### config.mk
export PLATFORM = sky130hd
export DESIGN_NAME = spls_core
export DESIGN_NICKNAME = d
export VERILOG_FILES = /design/src/design/spls_pkg.sv /design/src/design/spls_core.sv
export VERILOG_INCLUDE_DIRS = /design/src /design/src/design
export SDC_FILE = /design/constraint.sdc
export NUM_CORES = 1
export LEC_CHECK = 0
export BUFFER_PORTS_ARGS = -buffer_cell sky130_fd_sc_hd__buf_4
export CAP_MARGIN = 20
export CORE_MARGIN = 2
export CORE_UTILIZATION = 35
export DETAILED_ROUTE_END_ITERATION = 16
export PLACE_DENSITY = 0.6
export SYNTH_ARGS = -nofsm -noshare
export SYNTH_HDL_FRONTEND = slang
export SYNTH_SLANG_ARGS = --single-unit
### constraint.sdc
create_clock -name MCLK -period 2.35 [get_ports MCLK]
set_input_delay 0.3525 -clock MCLK [delete_from_list [all_inputs] [get_ports MCLK]]
set_output_delay 0.3525 -clock MCLK [all_outputs]
set_load 0.005 [all_outputs]
### src/design/spls_defs.svh
// Constants for the serial-programmed synthesizer core.
// Assumes a 100 MHz MCLK; every link pin is sampled by that clock.
// How it works
// - Each rising serial clock edge shifts one data bit into 16-bit register.
// - Shift word holds 14-bit divide value plus two switch bits.
// - Strobe high copies shift register into the holding latches.
// - Strobe low leaves latches unchanged while new data shifts in.
// - An undriven strobe reads high, so latches follow continuously.
// - Three select pins choose reference ratio 16 up to 8192.
// - Feedback divider supports ratios 3 through 16383.
// - Three-state output pulses low when fast, high when slow, floats otherwise.
// - Feedback fast or leading pulses feedback-side error output low.
// - Feedback slow or lagging pulses reference-side error output low.
// - In lock both error outputs stay high but for brief joint pulse.
// - Lock indicator high in lock, pulses low when out of lock.
// - Each band switch is latched open drain from its own bit.
// - Switch bit one floats the output, bit zero pulls it low.
// - Buffered copy of reference oscillator appears on a dedicated output.
`ifndef SPLS_DEFS_SVH
`define SPLS_DEFS_SVH

// ==========================================================================
// Word layout
// ==========================================================================
`define SPLS_WORD_W 16
`define SPLS_DIV_W 14
`define SPLS_SW1_BIT 15
`define SPLS_SW2_BIT 14
`define SPLS_DIV_MIN 14'h0003

// ==========================================================================
// Reference ratios
// ==========================================================================
`define SPLS_REF_W 14
`define SPLS_REF_0 14'h0010
`define SPLS_REF_1 14'h0200
`define SPLS_REF_2 14'h0400
`define SPLS_REF_3 14'h0800
`define SPLS_REF_4 14'h0E54
`define SPLS_REF_5 14'h1000
`define SPLS_REF_6 14'h1800
`define SPLS_REF_7 14'h2000

// ==========================================================================
// Register map and reset values
// ==========================================================================
`define SPLS_ADDR_STATUS 12'h000
`define SPLS_ADDR_MASK 12'h004
`define SPLS_ADDR_WORD 12'h008
`define SPLS_ST_LOAD 0
`define SPLS_ST_UNLOCK 1
`define SPLS_ST_FB 2
`define SPLS_ST_REF 3
`define SPLS_ST_W 4
`define SPLS_MASK_RST 4'h0
`define SPLS_WORD_RST 16'hFFFF

// ==========================================================================
// Timing
// ==========================================================================
`define SPLS_MIN_PULSE_NS 20
`define SPLS_CLK_NS 10
`define SPLS_MIN_PULSE_CYC ((`SPLS_MIN_PULSE_NS + `SPLS_CLK_NS - 1) / `SPLS_CLK_NS)

`endif

### src/design/spls_pkg.sv
// Types shared by the synthesizer core.
// Assumes spls_defs.svh is compiled alongside.
`include "spls_defs.svh"
package spls_pkg;
    // Latched programming word split into its fields.
    typedef struct packed
    {
        logic sw1;
        logic sw2;
        logic [`SPLS_DIV_W-1:0] divide;
    } spls_word_type;

    // Phase detector outputs carried together.
    typedef struct packed
    {
        logic fb_err_n;
        logic ref_err_n;
        logic lock;
    } spls_pd_type;

    // Detector state.
    typedef enum logic [1:0] {PD_IDLE, PD_FB_LEAD, PD_REF_LEAD, PD_BOTH} spls_pd_state_type;
endpackage

### src/design/spls_core.sv
// Digital core: serial load, latches, dividers, phase/frequency detector, APB.
// Assumes the link pins are asynchronous to MCLK and slower than MCLK/4; APB pins are used as synchronous to MCLK.
`timescale 1ns/10ps
`default_nettype none
`include "spls_defs.svh"
module spls_core
(
    input wire logic MCLK,
    input wire logic ARST_N,
    input wire logic SER_CLK,
    input wire logic SER_DATA,
    input wire logic LATCH_STROBE,
    input wire logic [2:0] REF_SELECT,
    input wire logic FREQ_IN,
    input wire logic OSCILLATOR_INPUT,
    output logic OSCILLATOR_OUTPUT,
    output logic BUFFERED_REFERENCE_OUT,
    output logic SINGLE_ENDED_ERROR_OUT,
    output logic SINGLE_ENDED_ERROR_OE,
    output logic FB_ERROR_N,
    output logic REF_ERROR_N,
    output logic LOCK_INDICATOR,
    output logic BAND_SWITCH_ONE_OUT,
    output logic BAND_SWITCH_ONE_OE,
    output logic BAND_SWITCH_TWO_OUT,
    output logic BAND_SWITCH_TWO_OE,
    input wire logic PSEL,
    input wire logic PENABLE,
    input wire logic PWRITE,
    input wire logic [11:0] PADDR,
    input wire logic [31:0] PWDATA,
    output logic [31:0] PRDATA,
    output logic PREADY,
    output logic PSLVERR,
    output logic IRQ
);

    // Reference ratio lookup by select code.
    function automatic logic [`SPLS_REF_W-1:0] ref_ratio(input logic [2:0] code);
        case (code)
            3'h0: ref_ratio = `SPLS_REF_0;
            3'h1: ref_ratio = `SPLS_REF_1;
            3'h2: ref_ratio = `SPLS_REF_2;
            3'h3: ref_ratio = `SPLS_REF_3;
            3'h4: ref_ratio = `SPLS_REF_4;
            3'h5: ref_ratio = `SPLS_REF_5;
            3'h6: ref_ratio = `SPLS_REF_6;
            default: ref_ratio = `SPLS_REF_7;
        endcase
    endfunction

    // ======================================================================
    // Pin synchronisers
    // ======================================================================
    // Bits: 0 ser clk, 1 ser data, 2 strobe, 3-5 select, 6 freq, 7 osc.
    logic [7:0] sync1_r;
    logic [7:0] sync2_r;
    logic [7:0] sync3_r;
    logic [7:0] pins;
    assign pins = {OSCILLATOR_INPUT, FREQ_IN, REF_SELECT, LATCH_STROBE, SER_DATA, SER_CLK};

    // Two stages guard against metastability; the third only feeds edge detects.
    always_ff @(posedge MCLK or negedge ARST_N)
    begin
        if (!ARST_N)
        begin
            sync1_r <= 8'h04;
            sync2_r <= 8'h04;
            sync3_r <= 8'h04;
        end
        else
        begin
            sync1_r <= pins;
            sync2_r <= sync1_r;
            sync3_r <= sync2_r;
        end
    end

    logic ser_rise;
    logic fin_rise;
    logic osc_rise;
    logic strobe;
    assign ser_rise = sync2_r[0] & ~sync3_r[0];
    assign fin_rise = sync2_r[6] & ~sync3_r[6];
    assign osc_rise = sync2_r[7] & ~sync3_r[7];
    // strobe default high: an open pin is modelled as pulled up by the pad.
    assign strobe = sync2_r[2];

    // ======================================================================
    // Shift register and latches
    // ======================================================================
    logic [`SPLS_WORD_W-1:0] shift_r;
    logic [`SPLS_WORD_W-1:0] shift_nxt;
    spls_pkg::spls_word_type latch_r;
    spls_pkg::spls_word_type latch_nxt;
    logic load_ev;

    always_comb
    begin
        shift_nxt = shift_r;
        latch_nxt = latch_r;
        // shift in MSB first: last bit lands in bit 0.
        if (ser_rise)
            shift_nxt = {shift_r[`SPLS_WORD_W-2:0], sync2_r[1]};
        // latch follows while strobe high only.
        if (strobe)
            latch_nxt = shift_nxt;
        load_ev = strobe && (latch_nxt != latch_r);
    end

    always_ff @(posedge MCLK or negedge ARST_N)
    begin
        if (!ARST_N)
        begin
            shift_r <= `SPLS_WORD_RST;
            latch_r <= `SPLS_WORD_RST;
        end
        else
        begin
            shift_r <= shift_nxt;
            latch_r <= latch_nxt;
        end
    end

    // ======================================================================
    // Reference and feedback dividers
    // ======================================================================
    logic [`SPLS_REF_W-1:0] ref_cnt_r;
    logic [`SPLS_REF_W-1:0] ref_cnt_nxt;
    logic [`SPLS_DIV_W-1:0] fb_cnt_r;
    logic [`SPLS_DIV_W-1:0] fb_cnt_nxt;
    logic ref_pulse;
    logic fb_pulse;
    logic [`SPLS_DIV_W-1:0] div_val;

    always_comb
    begin
        ref_cnt_nxt = ref_cnt_r;
        fb_cnt_nxt = fb_cnt_r;
        ref_pulse = 1'b0;
        fb_pulse = 1'b0;
        // ratios below 3 are clamped to the least legal ratio.
        div_val = (latch_r.divide < `SPLS_DIV_MIN) ? `SPLS_DIV_MIN : latch_r.divide;
        // one reference pulse per completed division.
        if (osc_rise)
        begin
            if (ref_cnt_r >= ref_ratio(sync2_r[5:3]) - 14'h0001)
            begin
                ref_cnt_nxt = 14'h0000;
                ref_pulse = 1'b1;
            end
            else
                ref_cnt_nxt = ref_cnt_r + 14'h0001;
        end
        // count down, reload latched value at end count.
        if (fin_rise)
        begin
            if (fb_cnt_r <= 14'h0001)
            begin
                fb_cnt_nxt = div_val;
                fb_pulse = 1'b1;
            end
            else
                fb_cnt_nxt = fb_cnt_r - 14'h0001;
        end
    end

    always_ff @(posedge MCLK or negedge ARST_N)
    begin
        if (!ARST_N)
        begin
            ref_cnt_r <= 14'h0000;
            fb_cnt_r <= 14'h0003;
        end
        else
        begin
            ref_cnt_r <= ref_cnt_nxt;
            fb_cnt_r <= fb_cnt_nxt;
        end
    end

    // ======================================================================
    // Phase/frequency detector
    // ======================================================================
    // Whichever edge arrives first opens its error pulse; the other closes it.
    // Coincident edges give the brief joint pulse that a locked loop shows.
    spls_pkg::spls_pd_state_type pd_r;
    spls_pkg::spls_pd_state_type pd_nxt;
    logic [1:0] pulse_cnt_r;
    logic [1:0] pulse_cnt_nxt;
    spls_pkg::spls_pd_type pd_out;
    logic fb_lead_ev;
    logic ref_lead_ev;

    always_comb
    begin
        pd_nxt = pd_r;
        pulse_cnt_nxt = pulse_cnt_r;
        fb_lead_ev = 1'b0;
        ref_lead_ev = 1'b0;
        case (pd_r)
            spls_pkg::PD_IDLE:
            begin
                if (ref_pulse && fb_pulse)
                begin
                    pd_nxt = spls_pkg::PD_BOTH;
                    pulse_cnt_nxt = 2'(`SPLS_MIN_PULSE_CYC);
                end
                else if (fb_pulse)
                begin
                    pd_nxt = spls_pkg::PD_FB_LEAD;
                    fb_lead_ev = 1'b1;
                end
                else if (ref_pulse)
                begin
                    pd_nxt = spls_pkg::PD_REF_LEAD;
                    ref_lead_ev = 1'b1;
                end
            end
            spls_pkg::PD_FB_LEAD:
            begin
                if (ref_pulse)
                begin
                    pd_nxt = spls_pkg::PD_BOTH;
                    pulse_cnt_nxt = 2'(`SPLS_MIN_PULSE_CYC);
                end
            end
            spls_pkg::PD_REF_LEAD:
            begin
                if (fb_pulse)
                begin
                    pd_nxt = spls_pkg::PD_BOTH;
                    pulse_cnt_nxt = 2'(`SPLS_MIN_PULSE_CYC);
                end
            end
            spls_pkg::PD_BOTH:
            begin
                if (pulse_cnt_r <= 2'h1)
                    pd_nxt = spls_pkg::PD_IDLE;
                else
                    pulse_cnt_nxt = pulse_cnt_r - 2'h1;
            end
            default: pd_nxt = spls_pkg::PD_IDLE;
        endcase
        // error outputs low per leading side.
        pd_out.fb_err_n = !(pd_nxt == spls_pkg::PD_FB_LEAD || pd_nxt == spls_pkg::PD_BOTH);
        pd_out.ref_err_n = !(pd_nxt == spls_pkg::PD_REF_LEAD || pd_nxt == spls_pkg::PD_BOTH);
        // lock low only while one side leads.
        pd_out.lock = pd_out.fb_err_n == pd_out.ref_err_n;
    end

    always_ff @(posedge MCLK or negedge ARST_N)
    begin
        if (!ARST_N)
        begin
            pd_r <= spls_pkg::PD_IDLE;
            pulse_cnt_r <= 2'h0;
        end
        else
        begin
            pd_r <= pd_nxt;
            pulse_cnt_r <= pulse_cnt_nxt;
        end
    end

    // ======================================================================
    // Pin outputs
    // ======================================================================
    always_ff @(posedge MCLK or negedge ARST_N)
    begin
        if (!ARST_N)
        begin
            FB_ERROR_N <= 1'b1;
            REF_ERROR_N <= 1'b1;
            LOCK_INDICATOR <= 1'b1;
            SINGLE_ENDED_ERROR_OUT <= 1'b0;
            SINGLE_ENDED_ERROR_OE <= 1'b0;
            BAND_SWITCH_ONE_OUT <= 1'b0;
            BAND_SWITCH_ONE_OE <= 1'b0;
            BAND_SWITCH_TWO_OUT <= 1'b0;
            BAND_SWITCH_TWO_OE <= 1'b0;
            BUFFERED_REFERENCE_OUT <= 1'b0;
            OSCILLATOR_OUTPUT <= 1'b1;
        end
        else
        begin
            FB_ERROR_N <= pd_out.fb_err_n;
            REF_ERROR_N <= pd_out.ref_err_n;
            LOCK_INDICATOR <= pd_out.lock;
            // drive low when fast, high when slow, else float.
            SINGLE_ENDED_ERROR_OUT <= pd_out.fb_err_n;
            SINGLE_ENDED_ERROR_OE <= pd_out.fb_err_n ^ pd_out.ref_err_n;
            // open drain: bit one floats, bit zero pulls low.
            BAND_SWITCH_ONE_OUT <= 1'b0;
            BAND_SWITCH_ONE_OE <= ~latch_nxt.sw1;
            BAND_SWITCH_TWO_OUT <= 1'b0;
            BAND_SWITCH_TWO_OE <= ~latch_nxt.sw2;
            // buffered reference copy, inverted as the oscillator feedback.
            BUFFERED_REFERENCE_OUT <= sync2_r[7];
            OSCILLATOR_OUTPUT <= ~sync2_r[7];
        end
    end

    // ======================================================================
    // APB registers and interrupt
    // ======================================================================
    // Zero wait states: PREADY is held high, reads answer in the access cycle.
    logic [`SPLS_ST_W-1:0] status_r;
    logic [`SPLS_ST_W-1:0] status_nxt;
    logic [`SPLS_ST_W-1:0] mask_r;
    logic [`SPLS_ST_W-1:0] mask_nxt;
    logic [31:0] rdata_nxt;
    logic slverr_nxt;
    logic acc;
    logic wr_acc;
    logic [`SPLS_ST_W-1:0] events;
    assign acc = PSEL && !PENABLE;
    assign wr_acc = PSEL && PENABLE && PREADY && PWRITE;
    assign events = {ref_lead_ev, fb_lead_ev, fb_lead_ev | ref_lead_ev, load_ev};

    always_comb
    begin
        status_nxt = status_r;
        mask_nxt = mask_r;
        rdata_nxt = PRDATA;
        slverr_nxt = 1'b0;
        // Setup-phase decode so data is registered for the access cycle.
        if (acc)
        begin
            rdata_nxt = 32'h0000_0000;
            case (PADDR)
                `SPLS_ADDR_STATUS: rdata_nxt = {28'h0, status_r};
                `SPLS_ADDR_MASK: rdata_nxt = {28'h0, mask_r};
                `SPLS_ADDR_WORD: rdata_nxt = {16'h0, latch_r};
                default: slverr_nxt = 1'b1;
            endcase
        end
        // Writes land at the access edge, where the master sees PREADY high.
        if (wr_acc && PADDR == `SPLS_ADDR_STATUS)
            status_nxt = status_r & ~PWDATA[`SPLS_ST_W-1:0];
        if (wr_acc && PADDR == `SPLS_ADDR_MASK)
            mask_nxt = PWDATA[`SPLS_ST_W-1:0];
        // Set wins over a write-one clear in the same cycle.
        status_nxt = status_nxt | events;
    end

    always_ff @(posedge MCLK or negedge ARST_N)
    begin
        if (!ARST_N)
        begin
            status_r <= 4'h0;
            mask_r <= `SPLS_MASK_RST;
            PRDATA <= 32'h0000_0000;
            PSLVERR <= 1'b0;
            PREADY <= 1'b0;
            IRQ <= 1'b0;
        end
        else
        begin
            status_r <= status_nxt;
            mask_r <= mask_nxt;
            PRDATA <= rdata_nxt;
            PSLVERR <= slverr_nxt;
            PREADY <= 1'b1;
            IRQ <= |(status_nxt & mask_nxt);
        end
    end

endmodule
`default_nettype wire

# --- Yosys cells after proc, flatten, opt, wreduce, memory -nomap -nowiden ---
# Index checks and enable logic that the tools add are counted.
classes:
  addsub: 4
  order_cmp: 4
  eq_ne: 20
  muxes: 35
  bitwise: 15
  reduce_logical: 19
ops:
  columns: ["cell", "count"]
  rows:
  - ["$pmux W14 S7", 1]
  - ["$mux W14", 4]
  - ["$pmux W16 S3", 1]
  - ["$mux W16", 2]
  - ["$sub A14 B1 Y14 const B", 2]
  - ["$mux W2", 10]
  - ["$ne A16 B16 Y1", 1]
  - ["$pmux W2 S4", 2]
  - ["$add A14 B1 Y14 const B", 1]
  - ["$ge A14 B14 Y1", 1]
  - ["$le A14 B1 Y1 const B", 1]
  - ["$lt A14 B2 Y1 const B", 1]
  - ["$mux W1", 13]
  - ["$eq A12 B3 Y1 const B", 1]
  - ["$eq A12 B4 Y1 const B", 1]
  - ["$logic_not A12 Y1", 1]
  - ["$eq A3 B3 Y1 const B", 3]
  - ["$and A4 B4 Y4", 2]
  - ["$eq A2 B2 Y1 const B", 4]
  - ["$logic_and A1 B1 Y1", 8]
  - ["$mux W4", 2]
  - ["$ne A2 B2 Y1 const B", 4]
  - ["$eq A3 B2 Y1 const B", 2]
  - ["$not A1 Y1", 6]
  - ["other kinds (17)", 23]
word_totals:
  register_bits: 140
  input_bits: 57
  out_inout_bits: 46

# --- Depth between registers and ports, before layout ---
depth:
  word_depth: 15
  mapped_depth: 11

# --- Worst setup path after synthesis ---
# OpenSTA, ideal clock, no wires.
synth_path:
  kind: "register -> register"
  from: "reg sync2_r[4]"
  to: "reg IRQ"
  setup_time_ps: 104
  arrival_ps: 2294
  path_slack_ps: -48
  stages_incl_launch_ff: 11
  n_path_buf: 0
  period_less_slack_ps: 2398
  cell_sequence: "dfrtp_1 -> nor2_1 -> and2_1 -> ha_1 -> a21oi_1 -> a21oi_1 -> o21ai_0 -> a21oi_1 -> a2111oi_2 -> a21oi_1 -> o311ai_1"
synth_via:
  elab_chain_cells: 15
  elab_cells_between_ends: 24
  cone_classes: "1 x add/sub; 1 x order compare; 6 x eq/ne; 10 x mux; 3 x bitwise; 3 x reduce/logical"
synth_rtl:
  columns: ["item", "line", "rtl"]
  rows:
  - ["start: declaration", "spls_core.sv:57", "logic [7:0] sync2_r;"]
  - ["start signal: assignment", "spls_core.sv:74", "sync2_r <= sync1_r;"]
  - ["$eq A3 B3 Y1 (tied with other cells)", "spls_core.sv:40", "case (code)"]
  - ["$pmux W14 S7 (*)", "spls_core.sv:40", null]
  - ["$mux W14 (*)", "spls_core.sv:145", "if (osc_rise)"]
  - ["$sub A14 B1 Y14 (*)", "spls_core.sv:147", "if (ref_cnt_r >= ref_ratio(sync2_r[5:3]) - 14'h0001)"]
  - ["$ge A14 B14 Y1 (*)", "spls_core.sv:147", null]
  - ["$mux W1 (*)", "spls_core.sv:147", null]
  - ["$mux W1 (*)", "spls_core.sv:145", null]
  - ["$mux W1", "spls_core.sv:214", "else if (ref_pulse)"]
  - ["$mux W1", "spls_core.sv:209", "else if (fb_pulse)"]
  - ["$mux W1", "spls_core.sv:204", "if (ref_pulse && fb_pulse)"]
  - ["$mux W1", "spls_core.sv:201", "case (pd_r)"]
  - ["$or A1 B1 Y1", "spls_core.sv:319", "assign events = {ref_lead_ev, fb_lead_ev, fb_lead_ev | ref_lead_ev, load_ev};"]
  - ["$or A4 B4 Y4 (*)", "spls_core.sv:344", "status_nxt = status_nxt | events;"]
  - ["$and A4 B4 Y4 (*)", "spls_core.sv:365", "IRQ <= |(status_nxt & mask_nxt);"]
  - ["$reduce_or A4 Y1 (*)", "spls_core.sv:365", null]
  - ["end signal: assignment", "spls_core.sv:365", null]
  - ["end: declaration", "spls_core.sv:35", "output logic IRQ"]
# Mark *: on every way between the ends. The rest lies on a longest branch, timed or not. The select of a mux whose other input is x is not followed.
# A chain may end at the register's enable or synchronous reset.

# --- Worst setup path after layout ---
layout_path:
  from: "reg sync3_r[0]"
  to: "reg IRQ"
layout_via:
  elab_chain_cells: 9
layout_rtl:
  columns: ["item", "line", "rtl"]
  rows:
  - ["start: declaration", "spls_core.sv:58", "logic [7:0] sync3_r;"]
  - ["start signal: assignment", "spls_core.sv:75", "sync3_r <= sync2_r;"]
  - ["$not A1 Y1", "spls_core.sv:83", "assign ser_rise = sync2_r[0] & ~sync3_r[0];"]
  - ["$and A1 B1 Y1", "spls_core.sv:83", null]
  - ["$mux W16", "spls_core.sv:103", "if (ser_rise)"]
  - ["$mux W16", "spls_core.sv:106", "if (strobe)"]
  - ["$ne A16 B16 Y1", "spls_core.sv:108", "load_ev = strobe && (latch_nxt != latch_r);"]
  - ["$logic_and A1 B1 Y1", "spls_core.sv:108", null]
  - ["$or A4 B4 Y4", "spls_core.sv:344", null]
  - ["$and A4 B4 Y4", "spls_core.sv:365", null]
  - ["$reduce_or A4 Y1", "spls_core.sv:365", null]
# Every way passes these cells.

==> key figures <==
Routing
  • Residual DRC: 0
  • Wire per inst: 14.6 um
  • Via-to-Cell Ratio: 4.97
  • DR pass1 iterations: 4
  • DR iter-0 viols: 273
  • DRT Wirelength: 13.4 mm
  • Antenna Violating Nets Remaining: 0
  • Via count: 4,563

Timing
  • RSZ-0062 raised after global routing: yes
  • Worst Skew: 8.98 ps
  • Final hold violations: 0
  • Max Slew Vio Count: 0
  • Relative slew slack: 33.7%
  • # setup viols final: 1
  • Crit path time final: 2370 ps
  • Worst Max-Slew Pin Slew: 995 ps
  • Total negative setup slack: -22.4 ps
  • Tcrit/Tclk final: 101%
  • Final Hold Slack: 39.9 ps
  • Max Clock Freq: 0.422 GHz
  • Final WS setup: -22.4 ps

Hold path
  • HP Class: input pin to flop
  • Min-delay src: LATCH_STROBE

GRT
  • First-pass GRT wire length: 22.4 mm
  • Largest net degree at the start of global routing: 44
  • Vias in the first global route: 4,604
  • Total global-route track usage: 15.9%
  • Initial antenna violation count: 0
  • GRT Residual Overflow: 0

Yosys
  • Synth Warn #: 0
  • Synth area leaders: dfrtp_1, dfstp_2, nand2_1, o21ai_0, ha_1
  • Synth cell count leaders: dfrtp_1, nand2_1, o21ai_0
  • Syn avg cell area: 10.0 sq um
  • Gate Count Post-Synth: 578
  • Sequential-to-total area share from yosys stat: 51.8%
  • Yosys cell types: 63
  • Area leader, netlist: dfrtp_1
  • Yosys reg bits: 118
  • Number of flops mapped to enable cells by yosys: 0
  • Share of the synthesized area in the top cell type: 33.7%
  • Mapped cell area: 0.00579 sq mm
  • Top_reg_cell synth: dfrtp_1
  • Most common cell in the netlist: dfrtp_1
  • Post-synth ARST share: 100%

Cells and area
  • Layout cells sized above 1: 31.9%
  • Final net count: 761
  • Area Overhead vs Synth: 29.5%
  • Final Non-Filler Cells: 919
  • Antenna diodes: 0

Worst setup path
  • Crit-path max FO: 4
  • Crit path launch type: flop
  • RR Startpoint: sync3_r[0]
  • WS Path Type: flop to flop
  • Worst EP arrival: 2650 ps
  • Req. time, crit path: 2630 ps
  • Crit path from: sync3_r[0]
  • Worst Setup End Kind: flop

Clock network
  • Clock transition at path regs: 60 ps
  • H-tree Lvls: 4
  • Total CTS buffers: 17
  • Worst-Skew Late Latency: 410 ps
  • Clk buf depth: 2
  • CTS tree: built
  • CTS root buf: clkbuf_16
  • CTS Sinks: 118

Floorplanning
  • Die ar.: 0.0176 sq mm
  • IO Count: 103
  • Initial cell density of the core: 35.3%
  • Die W: 133 um
  • Row cnt: 47
  • Chip height: 133 um
  • Core area: 0.0164 sq mm

Place
  • Setup WS pre-CTS: -247 ps
  • Final GP Congestion: 0.880
  • Detailed placement HPWL: 9.44 mm
  • I/O Buffers: 56
  • Inst Count DP: 882

Power
  • Leakage: 3.34 nW
  • Pwr Density: 1010 mW/mm^2
  • Final Power: 0.00757 W
  • Max VDD drop: 0.699 mV

Status
  • Failing checks: setup timing
  • Outcome: finished, violations left

Job
  • Total of max-cap violations: 0
-- metal layers --
layer / track usage (%) / wire length (um)
met1: 20.2 / 5850
met2: 25.9 / 6760
met3: 4.02 / 559
met4: 6.63 / 223
met5: 0 / 0
-- critical path, cell delays in order, from the launching register on --
cell	delay, ps
dfrtp_1	410
nor2b_4	210
buf_6	150
mux2i_4	230
o22ai_2	90
or4_4	530
o31a_1	370
o21ai_2	140
o311ai_1	110
-- state kept, by name, indices dropped and copies added (netlist names), 2 cells and up --
register and cells:
ref_cnt_r 14, status_r 4, mask_r 4, PRDATA 16, fb_cnt_r 14, latch_r 16, pd_r 2, shift_r 16
sync3_r 2, pulse_cnt_r 2, sync1_r 8, sync2_r 8
-- cells by family (layout without fill, tap and decap cells) --
logic type | after synthesis | in the layout | share of synthesized area [%]
flip-flops | 118 | 118 | 51.8
AO/OA/AOI/OAI | 140 | 140 | 14.8
AND/OR/NAND/NOR | 182 | 182 | 15.9
multiplexers | 23 | 23 | 4.36
adder cells (fa/ha/maj) | 18 | 18 | 3.89
other | 2 | 20 | 0.130
XOR/XNOR | 17 | 17 | 2.57
buffers and inverters | 78 | 181 | 6.57
-- power breakdown --
group	total [W]	internal (W)	switching, W
registers	0.00316	0.00263	0.000527
clock network	0.00265	0.00172	0.000929
logic	0.00176	0.000873	0.000889
-- area by class of cell --
type / count / area (sq um)
clock buffers: 21 / 460
clock inverters: 11 / 150
fillers: 1504 / 8900
inverters: 42 / 158
multi-input cells: 400 / 2620
flip-flops and latches: 118 / 3010
well taps: 220 / 275
repair buffers: 107 / 833
-- metrics by stage --
stage / area, sq um / utilization [%]
2_1_floorplan: 5860 / -
3_3_place_gp: 6700 / 40.8
3_5_place_dp: 6700 / 40.8
4_1_cts: 7370 / 44.9
5_1_grt: 7500 / 45.7
6_report: 7500 / 45.7
-- repair_timing --
item                                    4_1_cts  5_1_grt
hold buffers                                  1        0
endpoints found under the setup margin        2       11
buffers inserted                              3        1
hold endpoints to repair                     26        0
gates resized for setup                       7       29
pin swaps                                     4       13
gates cloned                                  0        0
-- path summary, 6_finish.rpt --
path | endpoint | slack, ps | cells after the start
max in group asynchronous | shift_r[0] | 1170 | 3
worst max register to register | IRQ | -20 | 8
worst max-delay path | IRQ | -20 | 8
worst min register to register | sync2_r[5] | 350 | 0
min in group asynchronous | mask_r[1] | 480 | 2
worst min-delay path | sync1_r[2] | 40 | 1
-- placed cells by master, fill, tap and decap left out, types with 3 or more instances in the layout --
cell	instances
a2111oi_4	3
a21oi_1	34
a22oi_1	8
and4_1	3
buf_4	101
buf_6	4
bufinv_16	3
clkbuf_16	17
clkinv_4	4
conb_1	20
dfrtp_1	76
dfstp_2	40
ha_1	18
inv_1	41
mux2_2	9
mux2_4	3
mux2i_1	9
nand2_1	67
nand2b_1	9
nand3_1	7
nand3b_1	4
nand4_1	5
nor2_1	35
nor2b_1	5
nor3_1	11
nor3_2	3
nor4_1	6
o2111ai_1	3
o211ai_1	3
o21ai_0	46
o21ai_1	12
o22ai_1	6
or3_4	3
or4_4	4
xnor2_1	4
xor2_1	13
Power figures use the tool's default switching activity.
